===== src/dp_pkg.sv =====
// Purpose: Shared constants for the 1024-tap digital potentiometer slave
// Assumes: 50 MHz system clock, bus clock sampled as a plain input
// Notes: Opcode values and two-byte data layout are local choices
package dp_pkg;
   localparam int WIPER_W = 10;
   localparam int TAP_COUNT = 1024;
   localparam int PRESET_NUM = 4;
   localparam logic [3:0] DEVICE_TYPE_CODE = 4'h0; // Arbitrary neutral value
   localparam logic [WIPER_W-1:0] PRESET_RST = 10'h000;
   localparam logic [WIPER_W-1:0] WIPER_RST = 10'h000;
   localparam int NV_WRITE_TIME_US = 5000;
   localparam int CLK_FREQ_MHZ = 50;
   localparam int NV_WRITE_CYCLES = NV_WRITE_TIME_US * CLK_FREQ_MHZ;
   // Address byte fields
   localparam int ADR_TYPE_POS = 4;
   localparam int ADR_ZERO_POS = 3;
   localparam int ADR_STRAP_POS = 1;
   localparam int ADR_RW_POS = 0;
   // Command byte fields
   localparam int CMD_OP_POS = 5;
   localparam int CMD_SEL_POS = 2;
   localparam logic [2:0] OP_RD_WIPER = 3'h4;
   localparam logic [2:0] OP_WR_WIPER = 3'h5;
   localparam logic [2:0] OP_RD_PRESET = 3'h6;
   localparam logic [2:0] OP_WR_PRESET = 3'h7;
   localparam logic [2:0] OP_PRESET_TO_WIPER = 3'h2;
   localparam logic [2:0] OP_WIPER_TO_PRESET = 3'h3;
   localparam logic [3:0] BITS_PER_BYTE = 4'h8;
   localparam logic [1:0] DATA_BYTES = 2'h2;

   typedef enum logic [5:0] {
      DP_IDLE = 6'h01,
      DP_ADDR = 6'h02,
      DP_CMD = 6'h04,
      DP_WDATA = 6'h08,
      DP_RDATA = 6'h10,
      DP_IGNORE = 6'h20
   } dp_state_t;
endpackage


===== src/dp_line_if.sv =====
`timescale 1ns/10ps
// Purpose: Carries sampled bus events and pin levels to the serial engine
// Assumes: All signals are on clk_i
// Notes: Events are one-cycle pulses
interface dp_line_if;
   logic scl_rise;
   logic scl_fall;
   logic sda;
   logic start;
   logic stop;
   logic [1:0] strap;
   logic write_lock_n;
   modport src (output scl_rise, scl_fall, sda, start, stop, strap, write_lock_n);
   modport dst (input scl_rise, scl_fall, sda, start, stop, strap, write_lock_n);
endinterface


===== src/dp_line_sync.sv =====
`timescale 1ns/10ps
// Purpose: Synchronises bus pins and straps, finds clock edges and start/stop
// Assumes: Bus clock far slower than clk_i
// Notes: First stage of each synchroniser feeds only the second
module dp_line_sync
   import dp_pkg::*;
(
   input wire logic clk_i,
   input wire logic nrst_i,
   input wire logic scl_i,
   input wire logic sda_i,
   input wire logic addr_strap_high_i,
   input wire logic addr_strap_low_i,
   input wire logic write_lock_n_i,
   dp_line_if.src line
);
   logic [4:0] meta_ff;
   logic [4:0] sync_ff;
   logic scl_d_ff;
   logic sda_d_ff;

   // Pins sampled twice before any use
   always_ff @(posedge clk_i or negedge nrst_i) begin
      if (!nrst_i) begin
         meta_ff <= 5'h1b;
         sync_ff <= 5'h1b;
      end else begin
         meta_ff <= {write_lock_n_i, addr_strap_high_i, addr_strap_low_i, sda_i, scl_i};
         sync_ff <= meta_ff;
      end
   end

   always_ff @(posedge clk_i or negedge nrst_i) begin
      if (!nrst_i) begin
         scl_d_ff <= 1'b1;
         sda_d_ff <= 1'b1;
      end else begin
         scl_d_ff <= sync_ff[0];
         sda_d_ff <= sync_ff[1];
      end
   end

   assign line.scl_rise = sync_ff[0] & ~scl_d_ff;
   assign line.scl_fall = ~sync_ff[0] & scl_d_ff;
   assign line.sda = sync_ff[1];
   assign line.start = sync_ff[0] & scl_d_ff & sda_d_ff & ~sync_ff[1];
   assign line.stop = sync_ff[0] & scl_d_ff & ~sda_d_ff & sync_ff[1];
   assign line.strap = sync_ff[3:2];
   assign line.write_lock_n = sync_ff[4];
endmodule // dp_line_sync


===== src/dp_pot.sv =====
`timescale 1ns/10ps
// Purpose: Digital control of a 1024-tap potentiometer behind a 2-wire slave port
// Assumes: Bus clock well below clk_i / 4; presets kept in flip-flops
// Notes: Data moves as two bytes, low byte first, high byte in bits 1:0
module dp_pot
   import dp_pkg::*;
#(
   parameter int NV_CYCLES = NV_WRITE_CYCLES
) (
   input wire logic clk_i,
   input wire logic nrst_i,
   input wire logic scl_i,
   input wire logic sda_i,
   output logic sda_o,
   output logic sda_oe_o,
   input wire logic addr_strap_high_i,
   input wire logic addr_strap_low_i,
   input wire logic write_lock_n_i,
   output logic [WIPER_W-1:0] wiper_position_o,
   output logic [TAP_COUNT-1:0] tap_sel_o,
   output logic nv_busy_o
);
   dp_line_if line ();

   dp_line_sync u_sync (
      .clk_i(clk_i),
      .nrst_i(nrst_i),
      .scl_i(scl_i),
      .sda_i(sda_i),
      .addr_strap_high_i(addr_strap_high_i),
      .addr_strap_low_i(addr_strap_low_i),
      .write_lock_n_i(write_lock_n_i),
      .line(line.src)
   );

   function automatic logic [TAP_COUNT-1:0] tap_decode(input logic [WIPER_W-1:0] pos);
      logic [TAP_COUNT-1:0] v;
      v = '0;
      v[pos] = 1'b1;
      return v;
   endfunction

   dp_state_t state_ff;
   logic [3:0] bit_cnt_ff;
   logic ack_phase_ff;
   logic [7:0] rx_sh_ff;
   logic [7:0] tx_sh_ff;
   logic drive_low_ff;
   logic rw_ff;
   logic [2:0] op_ff;
   logic [1:0] sel_ff;
   logic [1:0] byte_idx_ff;
   logic [7:0] data_lo_ff;
   logic [WIPER_W-1:0] rd_val_ff;
   logic wip_ld_ff;
   logic [WIPER_W-1:0] wip_val_ff;
   logic nv_pend_ff;
   logic [1:0] nv_sel_ff;
   logic [WIPER_W-1:0] nv_val_ff;
   logic recall_ff;
   logic [31:0] busy_cnt_ff;
   logic busy_ff;
   logic [WIPER_W-1:0] wiper_position_reg;
   logic [WIPER_W-1:0] preset_ff [PRESET_NUM];
   logic [TAP_COUNT-1:0] tap_ff;
   logic [7:0] rx_byte;
   logic addr_match;
   logic nv_commit;

   assign rx_byte = rx_sh_ff;
   assign addr_match = (rx_byte[7:ADR_TYPE_POS] == DEVICE_TYPE_CODE) && !rx_byte[ADR_ZERO_POS] &&
                       (rx_byte[ADR_STRAP_POS +: 2] == line.strap) && !busy_ff;
   assign nv_commit = line.stop && nv_pend_ff && !busy_ff;

   // Serial engine; bus events act only on synchronised edges
   always_ff @(posedge clk_i or negedge nrst_i) begin
      if (!nrst_i) begin
         state_ff <= DP_IDLE;
         bit_cnt_ff <= 4'h0;
         ack_phase_ff <= 1'b0;
         rx_sh_ff <= 8'h00;
         tx_sh_ff <= 8'h00;
         drive_low_ff <= 1'b0;
         rw_ff <= 1'b0;
         op_ff <= 3'h0;
         sel_ff <= 2'h0;
         byte_idx_ff <= 2'h0;
         data_lo_ff <= 8'h00;
         rd_val_ff <= WIPER_RST;
         wip_ld_ff <= 1'b0;
         wip_val_ff <= WIPER_RST;
         nv_pend_ff <= 1'b0;
         nv_sel_ff <= 2'h0;
         nv_val_ff <= PRESET_RST;
      end else begin
         wip_ld_ff <= 1'b0;
         if (line.start) begin
            state_ff <= DP_ADDR;
            bit_cnt_ff <= 4'h0;
            ack_phase_ff <= 1'b0;
            drive_low_ff <= 1'b0;
         end else if (line.stop) begin
            state_ff <= DP_IDLE;
            drive_low_ff <= 1'b0;
            nv_pend_ff <= 1'b0;
         end else if (state_ff == DP_IDLE) begin
            drive_low_ff <= 1'b0;
         end else if (state_ff == DP_IGNORE) begin
            // A final acknowledge stands until the falling edge that ends its clock
            if (line.scl_fall) begin
               drive_low_ff <= 1'b0;
            end
         end else if (line.scl_rise) begin
            if (!ack_phase_ff && bit_cnt_ff < BITS_PER_BYTE) begin
               rx_sh_ff <= {rx_sh_ff[6:0], line.sda};
               bit_cnt_ff <= bit_cnt_ff + 4'h1;
            end else if (ack_phase_ff && state_ff == DP_RDATA && line.sda) begin
               state_ff <= DP_IGNORE;
            end
         end else if (line.scl_fall) begin
            if (ack_phase_ff) begin
               ack_phase_ff <= 1'b0;
               bit_cnt_ff <= 4'h0;
               drive_low_ff <= 1'b0;
               if (state_ff == DP_RDATA) begin
                  if (byte_idx_ff == DATA_BYTES) begin
                     state_ff <= DP_IGNORE;
                  end else begin
                     tx_sh_ff <= (byte_idx_ff == 2'h0) ? rd_val_ff[7:0] : {6'h00, rd_val_ff[9:8]};
                     drive_low_ff <= (byte_idx_ff == 2'h0) ? ~rd_val_ff[7] : 1'b1;
                     byte_idx_ff <= byte_idx_ff + 2'h1;
                  end
               end
            end else if (state_ff == DP_RDATA) begin
               if (bit_cnt_ff == BITS_PER_BYTE) begin
                  drive_low_ff <= 1'b0;
                  ack_phase_ff <= 1'b1;
               end else begin
                  tx_sh_ff <= {tx_sh_ff[6:0], 1'b0};
                  drive_low_ff <= ~tx_sh_ff[6];
               end
            end else if (bit_cnt_ff == BITS_PER_BYTE) begin
               ack_phase_ff <= 1'b1;
               unique case (state_ff)
                  DP_ADDR: begin
                     if (addr_match) begin
                        drive_low_ff <= 1'b1;
                        rw_ff <= rx_byte[ADR_RW_POS];
                        state_ff <= DP_CMD;
                     end else begin
                        state_ff <= DP_IGNORE;
                     end
                  end
                  DP_CMD: begin
                     op_ff <= rx_byte[7:CMD_OP_POS];
                     sel_ff <= rx_byte[CMD_SEL_POS +: 2];
                     byte_idx_ff <= 2'h0;
                     drive_low_ff <= 1'b1;
                     unique case (rx_byte[7:CMD_OP_POS])
                        OP_RD_WIPER, OP_RD_PRESET: begin
                           rd_val_ff <= (rx_byte[7:CMD_OP_POS] == OP_RD_WIPER) ? wiper_position_reg :
                                        preset_ff[rx_byte[CMD_SEL_POS +: 2]];
                           state_ff <= rw_ff ? DP_RDATA : DP_IGNORE;
                        end
                        OP_WR_WIPER, OP_WR_PRESET: begin
                           state_ff <= DP_WDATA;
                        end
                        OP_PRESET_TO_WIPER: begin
                           wip_ld_ff <= 1'b1;
                           wip_val_ff <= preset_ff[rx_byte[CMD_SEL_POS +: 2]];
                           state_ff <= DP_IGNORE;
                        end
                        OP_WIPER_TO_PRESET: begin
                           nv_pend_ff <= line.write_lock_n;
                           nv_sel_ff <= rx_byte[CMD_SEL_POS +: 2];
                           nv_val_ff <= wiper_position_reg;
                           state_ff <= DP_IGNORE;
                        end
                        default: begin
                           drive_low_ff <= 1'b0;
                           state_ff <= DP_IGNORE;
                        end
                     endcase
                  end
                  DP_WDATA: begin
                     drive_low_ff <= 1'b1;
                     if (byte_idx_ff == 2'h0) begin
                        data_lo_ff <= rx_byte;
                        byte_idx_ff <= 2'h1;
                     end else begin
                        state_ff <= DP_IGNORE;
                        if (op_ff == OP_WR_WIPER) begin
                           wip_ld_ff <= 1'b1;
                           wip_val_ff <= {rx_byte[1:0], data_lo_ff};
                        end else begin
                           nv_pend_ff <= line.write_lock_n;
                           nv_sel_ff <= sel_ff;
                           nv_val_ff <= {rx_byte[1:0], data_lo_ff};
                        end
                     end
                  end
                  default: begin
                     state_ff <= DP_IGNORE;
                  end
               endcase
            end
         end
      end
   end

   // Open drain: output level is always low, only the enable moves
   assign sda_o = 1'b0;
   assign sda_oe_o = drive_low_ff;

   // Volatile wiper; recall happens one edge after reset release
   always_ff @(posedge clk_i or negedge nrst_i) begin
      if (!nrst_i) begin
         recall_ff <= 1'b1;
         wiper_position_reg <= WIPER_RST;
      end else if (recall_ff) begin
         recall_ff <= 1'b0;
         wiper_position_reg <= preset_ff[0];
      end else if (wip_ld_ff) begin
         wiper_position_reg <= wip_val_ff;
      end
   end

   // Presets live in flip-flops, so every reset returns them to PRESET_RST
   always_ff @(posedge clk_i or negedge nrst_i) begin
      if (!nrst_i) begin
         for (int i = 0; i < PRESET_NUM; i++) begin
            preset_ff[i] <= PRESET_RST;
         end
      end else if (nv_commit) begin
         preset_ff[nv_sel_ff] <= nv_val_ff;
      end
   end

   // Non-volatile write time blocks address acknowledge
   always_ff @(posedge clk_i or negedge nrst_i) begin
      if (!nrst_i) begin
         busy_ff <= 1'b0;
         busy_cnt_ff <= 32'h0;
      end else if (nv_commit) begin
         busy_ff <= 1'b1;
         busy_cnt_ff <= 32'h0;
      end else if (busy_ff) begin
         busy_cnt_ff <= busy_cnt_ff + 32'h1;
         if (busy_cnt_ff == 32'(NV_CYCLES - 1)) begin
            busy_ff <= 1'b0;
         end
      end
   end

   always_ff @(posedge clk_i or negedge nrst_i) begin
      if (!nrst_i) begin
         tap_ff <= tap_decode(WIPER_RST);
      end else begin
         tap_ff <= tap_decode(wiper_position_reg);
      end
   end

   assign tap_sel_o = tap_ff;
   assign wiper_position_o = wiper_position_reg;
   assign nv_busy_o = busy_ff;
endmodule // dp_pot


===== config.mk =====
export PLATFORM = sky130hd
export DESIGN_NAME = dp_pot
export DESIGN_NICKNAME = d
export VERILOG_FILES = /design/src/dp_pkg.sv /design/src/dp_line_if.sv /design/src/dp_line_sync.sv /design/src/dp_pot.sv
export SDC_FILE = /design/constraint.sdc
export NUM_CORES = 1
export LEC_CHECK = 0
export ABC_AREA = 1
export BUFFER_PORTS_ARGS = -buffer_cell sky130_fd_sc_hd__buf_2
export CELL_PAD_IN_SITES_DETAIL_PLACEMENT = 1
export CELL_PAD_IN_SITES_GLOBAL_PLACEMENT = 1
export CORE_MARGIN = 3
export CORE_UTILIZATION = 25
export CTS_CLUSTER_SIZE = 20
export DETAILED_ROUTE_END_ITERATION = 16
export GPL_ROUTABILITY_DRIVEN = 0
export PLACE_DENSITY = 0.59
export RECOVER_POWER = 50
export SLEW_MARGIN = 20
export SYNTH_ARGS = -nofsm -noshare
export SYNTH_HDL_FRONTEND = slang
export SYNTH_SLANG_ARGS = --single-unit

===== constraint.sdc =====
create_clock -name clk_i -period 4.5 [get_ports clk_i]
set_input_delay 0.675 -clock clk_i [delete_from_list [all_inputs] [get_ports clk_i]]
set_output_delay 0.675 -clock clk_i [all_outputs]
set_load 0.05 [all_outputs]

==> results.md <==
* Via/cell ratio at 4.530
* Total core area at ~160,000 µm²
* Fin crit period at 3.632 ns
* H-tree depth at 4
* Area leader, netlist: dfrtp_1
* Max Cap Viol at 13
* CTS clock-pin slew for the worst setup and hold paths at 0.06 ns
* Hold wc startpoint: u_sync.meta_ff[3]
* Postcts setup bufs at 0
* Clock buffer count from CTS at 136
* DRC viols at 0
* Number of synthesis warnings at 0
* Most common cell after layout, fill and taps aside: dfrtp_1
* Nets at 4,537
* Lkg Pwr at between 20 and 30 nW
* CP Data Arrival Time at 4.15 ns
* Dpl cells at ~6,400
* First-pass GRT wire length at 261,900 µm
* CTS tree: built
* Failing checks: max-capacitance violations, max-slew violations
* FP Rows at 145
* Worst Hold Endpoint: u_sync.sync_ff[3]
* Crit. End Element: flop
* CP max-delay cell: clkbuf_1
* Final period util at 80.71%
* Post-route insts no fill at about 6,700
* Fin. Hold Viols at 0
* IO buf count at 1,042
* Top-area cell type share of the netlist area at about 75%
* CP Cell Sequence: inv_1, nor3_1, nand2_2, clkbuf_1, nor2_1
* Clk buf depth at 3
* Worst min path class: reg2reg
* Clock Latency Late Sink at 0.75 ns
* GRT Overall Usage at a little under a quarter
* Drt first pass iters at 5
* Most Crowded Layer GR: met2
* Hold_ws at 0.3560 ns
* Final setup violation count at 0
* M2 GR Usage at 38.40%
* Worst slew pin tran at a little over 3 ns
* Slowest stage delay, CP at about 2.2 ns
* Post-synth EDFFs at 0
* Register area share after synthesis at between 70% and 80%
* Register bit total from synthesis at 1,197
* Vias in the first global route at ~32,000
* Sink Count at approximately 1,200
* Kind of critical path: reg2reg
* Peak Freq at 275.3 MHz
* Most used DFF post-synth: dfrtp_1
* Most frequent cells in the layout: dfrtp_1, nor2_1, buf_2
* Worst reg-to-reg path cell count at 5
* Total power at 24.01 mW
* Worst setup SP type: flop
* Initial antenna violation count at 21
* Drt total wl at 191,700 µm
* P per Cell Area at between 400 and 500 nW/µm²
* Pins Over Slew Limit at 666
* Setup slack, reg-to-reg at about 0.87 ns
* Die W at 403.9 µm
* Initial DRC Count at 2,309
* Unrepaired setup endpoints after global routing: no
* Die Ht at roughly 400 µm
* Top-Level Pins at approximately 1,000
* Mapped Area at 39,590 µm²
* Layout cells sized above 1 at between 20% and 30%
* Crit-path max FO at 32
* Clk_skew at 0.03885 ns
* Met1 usage at 28.49%
* Global routing usage on met3 at under 10%
* Routed wire length per instance at 28.65 µm
* Largest net degree at the start of global routing at 103
* WHS Path Cells at 0
* Post-route ant nets at 0
* Vias at 30,312
* Area Overhead vs Synth at 29.56%
* R2R Path End: tap_sel_o[900]
* Rel. slew slack at -107.7%
* CP Data Required Time at 5.02 ns
* Setup TNS Final at 0 ns
* Async set or reset register ratio after synthesis at 100.0%
* Outcome: finished, violations left
* Worst flop-to-flop path startpoint: wiper_position_o[2]
* Synth area leaders: dfrtp_1, nor2_1, nand2_1, o21ai_0, inv_1
* Yosys cell types at 36
* Grt ovf at 0
* Synth Area per Inst at between 10 and 15 µm²
* Clk root buf: clkbuf_16
* Dpl hpwl at 130,400 µm
* Finished Core Util at 32.72%
* Post-Syn Instances at 3,485
* Max VDD drop at 0.3005 mV
* Die area at 163,200 µm²
* Starting density of the core at roughly 25%
## cell type report
class	instances	area (µm²)
multi-input combinational	1917	8170
clock inverter	44	754.5
sequential	1197	29970
tap	2058	2575
inverter	147	551.8
timing repair buffer	1123	5255
fill	17872	105500
clock buffer	198	3998
antenna	7	17.52
## Yosys cell counts, types with 13 or more instances
library cell  instances
buf_1                44
buf_2                92
buf_6                15
clkbuf_1             71
dfrtp_1            1184
dfstp_2              13
inv_1               130
inv_2                16
nand2_1             414
nand3_1              88
nand4_1              20
nor2_1             1108
nor2_2               14
nor3_1               28
o21ai_0             131
o21ai_1              29
## how the worst max path moves through the flow
stage                   startpoint                   to  cells after the start
2_1_floorplan  wiper_position_o[9]       tap_sel_o[684]                      7
3_3_place_gp   wiper_position_o[6]       tap_sel_o[533]                      3
3_5_place_dp   wiper_position_o[6]       tap_sel_o[533]                      3
4_1_cts        wiper_position_o[5]       tap_sel_o[533]                      3
5_1_grt                     nrst_i  wiper_position_o[8]                      3
6_report       wiper_position_o[2]       tap_sel_o[900]                      5
## flip-flops by register name (all words and copies together) (netlist names), 8 cells and up
register,cells
busy_cnt_ff,32
wip_val_ff,10
rd_val_ff,10
nv_val_ff,10
wiper_position_o,10
data_lo_ff,8
tap_sel_o,1024
preset_ff,40
rx_byte,8
## cells by family after synthesis
kind of cell / count (synthesis) / share of synthesized area [%]
AOI/OAI and AO/OA: 197 / 2.630
other: 1 / 0.009472
and+or+nand+nor: 1709 / 17.25
buffers and inverters: 372 / 4.131
muxes: 1 / 0.02528
DFF: 1197 / 75.70
adders and majority gates: 8 / 0.2528
## critical path: cells and delay by family, from the launching register on
kind	cells	cell delay, ns
AND/OR/NAND/NOR	3	0.46
buffers and inverters	2	2.40
flip-flops	1	0.46
## metrics by stage
stage | setup WS (ns) | cell area (µm²)
floorplan | 2.721 | 39590
global placement | 1.451 | 47210
detailed placement | 1.337 | 47230
CTS | 1.345 | 52030
global route | 0.6832 | 51270
finish | 0.8680 | 51290
## report_power, final
part / switching [mW] / internal, mW
clock: 4.89 / 6.76
sequential: 0.0958 / 10.8
combinational: 1.17 / 0.246
total: 6.15 / 17.9
## routing by layer
| layer | vias to the layer above | part of all wire (%) |
|---|---|---|
| met5 | - | 0 |
| met4 | 0 | 4.7 |
| met3 | 324 | 7.0 |
| met2 | 1173 | 48 |
| met1 | 16063 | 40 |
| li1 | 12752 | - |
## repair_timing
item                                    4_1_cts  5_1_grt
hold buffers                                  5        1
resized for setup                             0        0
endpoints found under the setup margin        0        0
hold endpoints to repair                      5        2
Note: power is estimated with default switching activity, not from simulation.
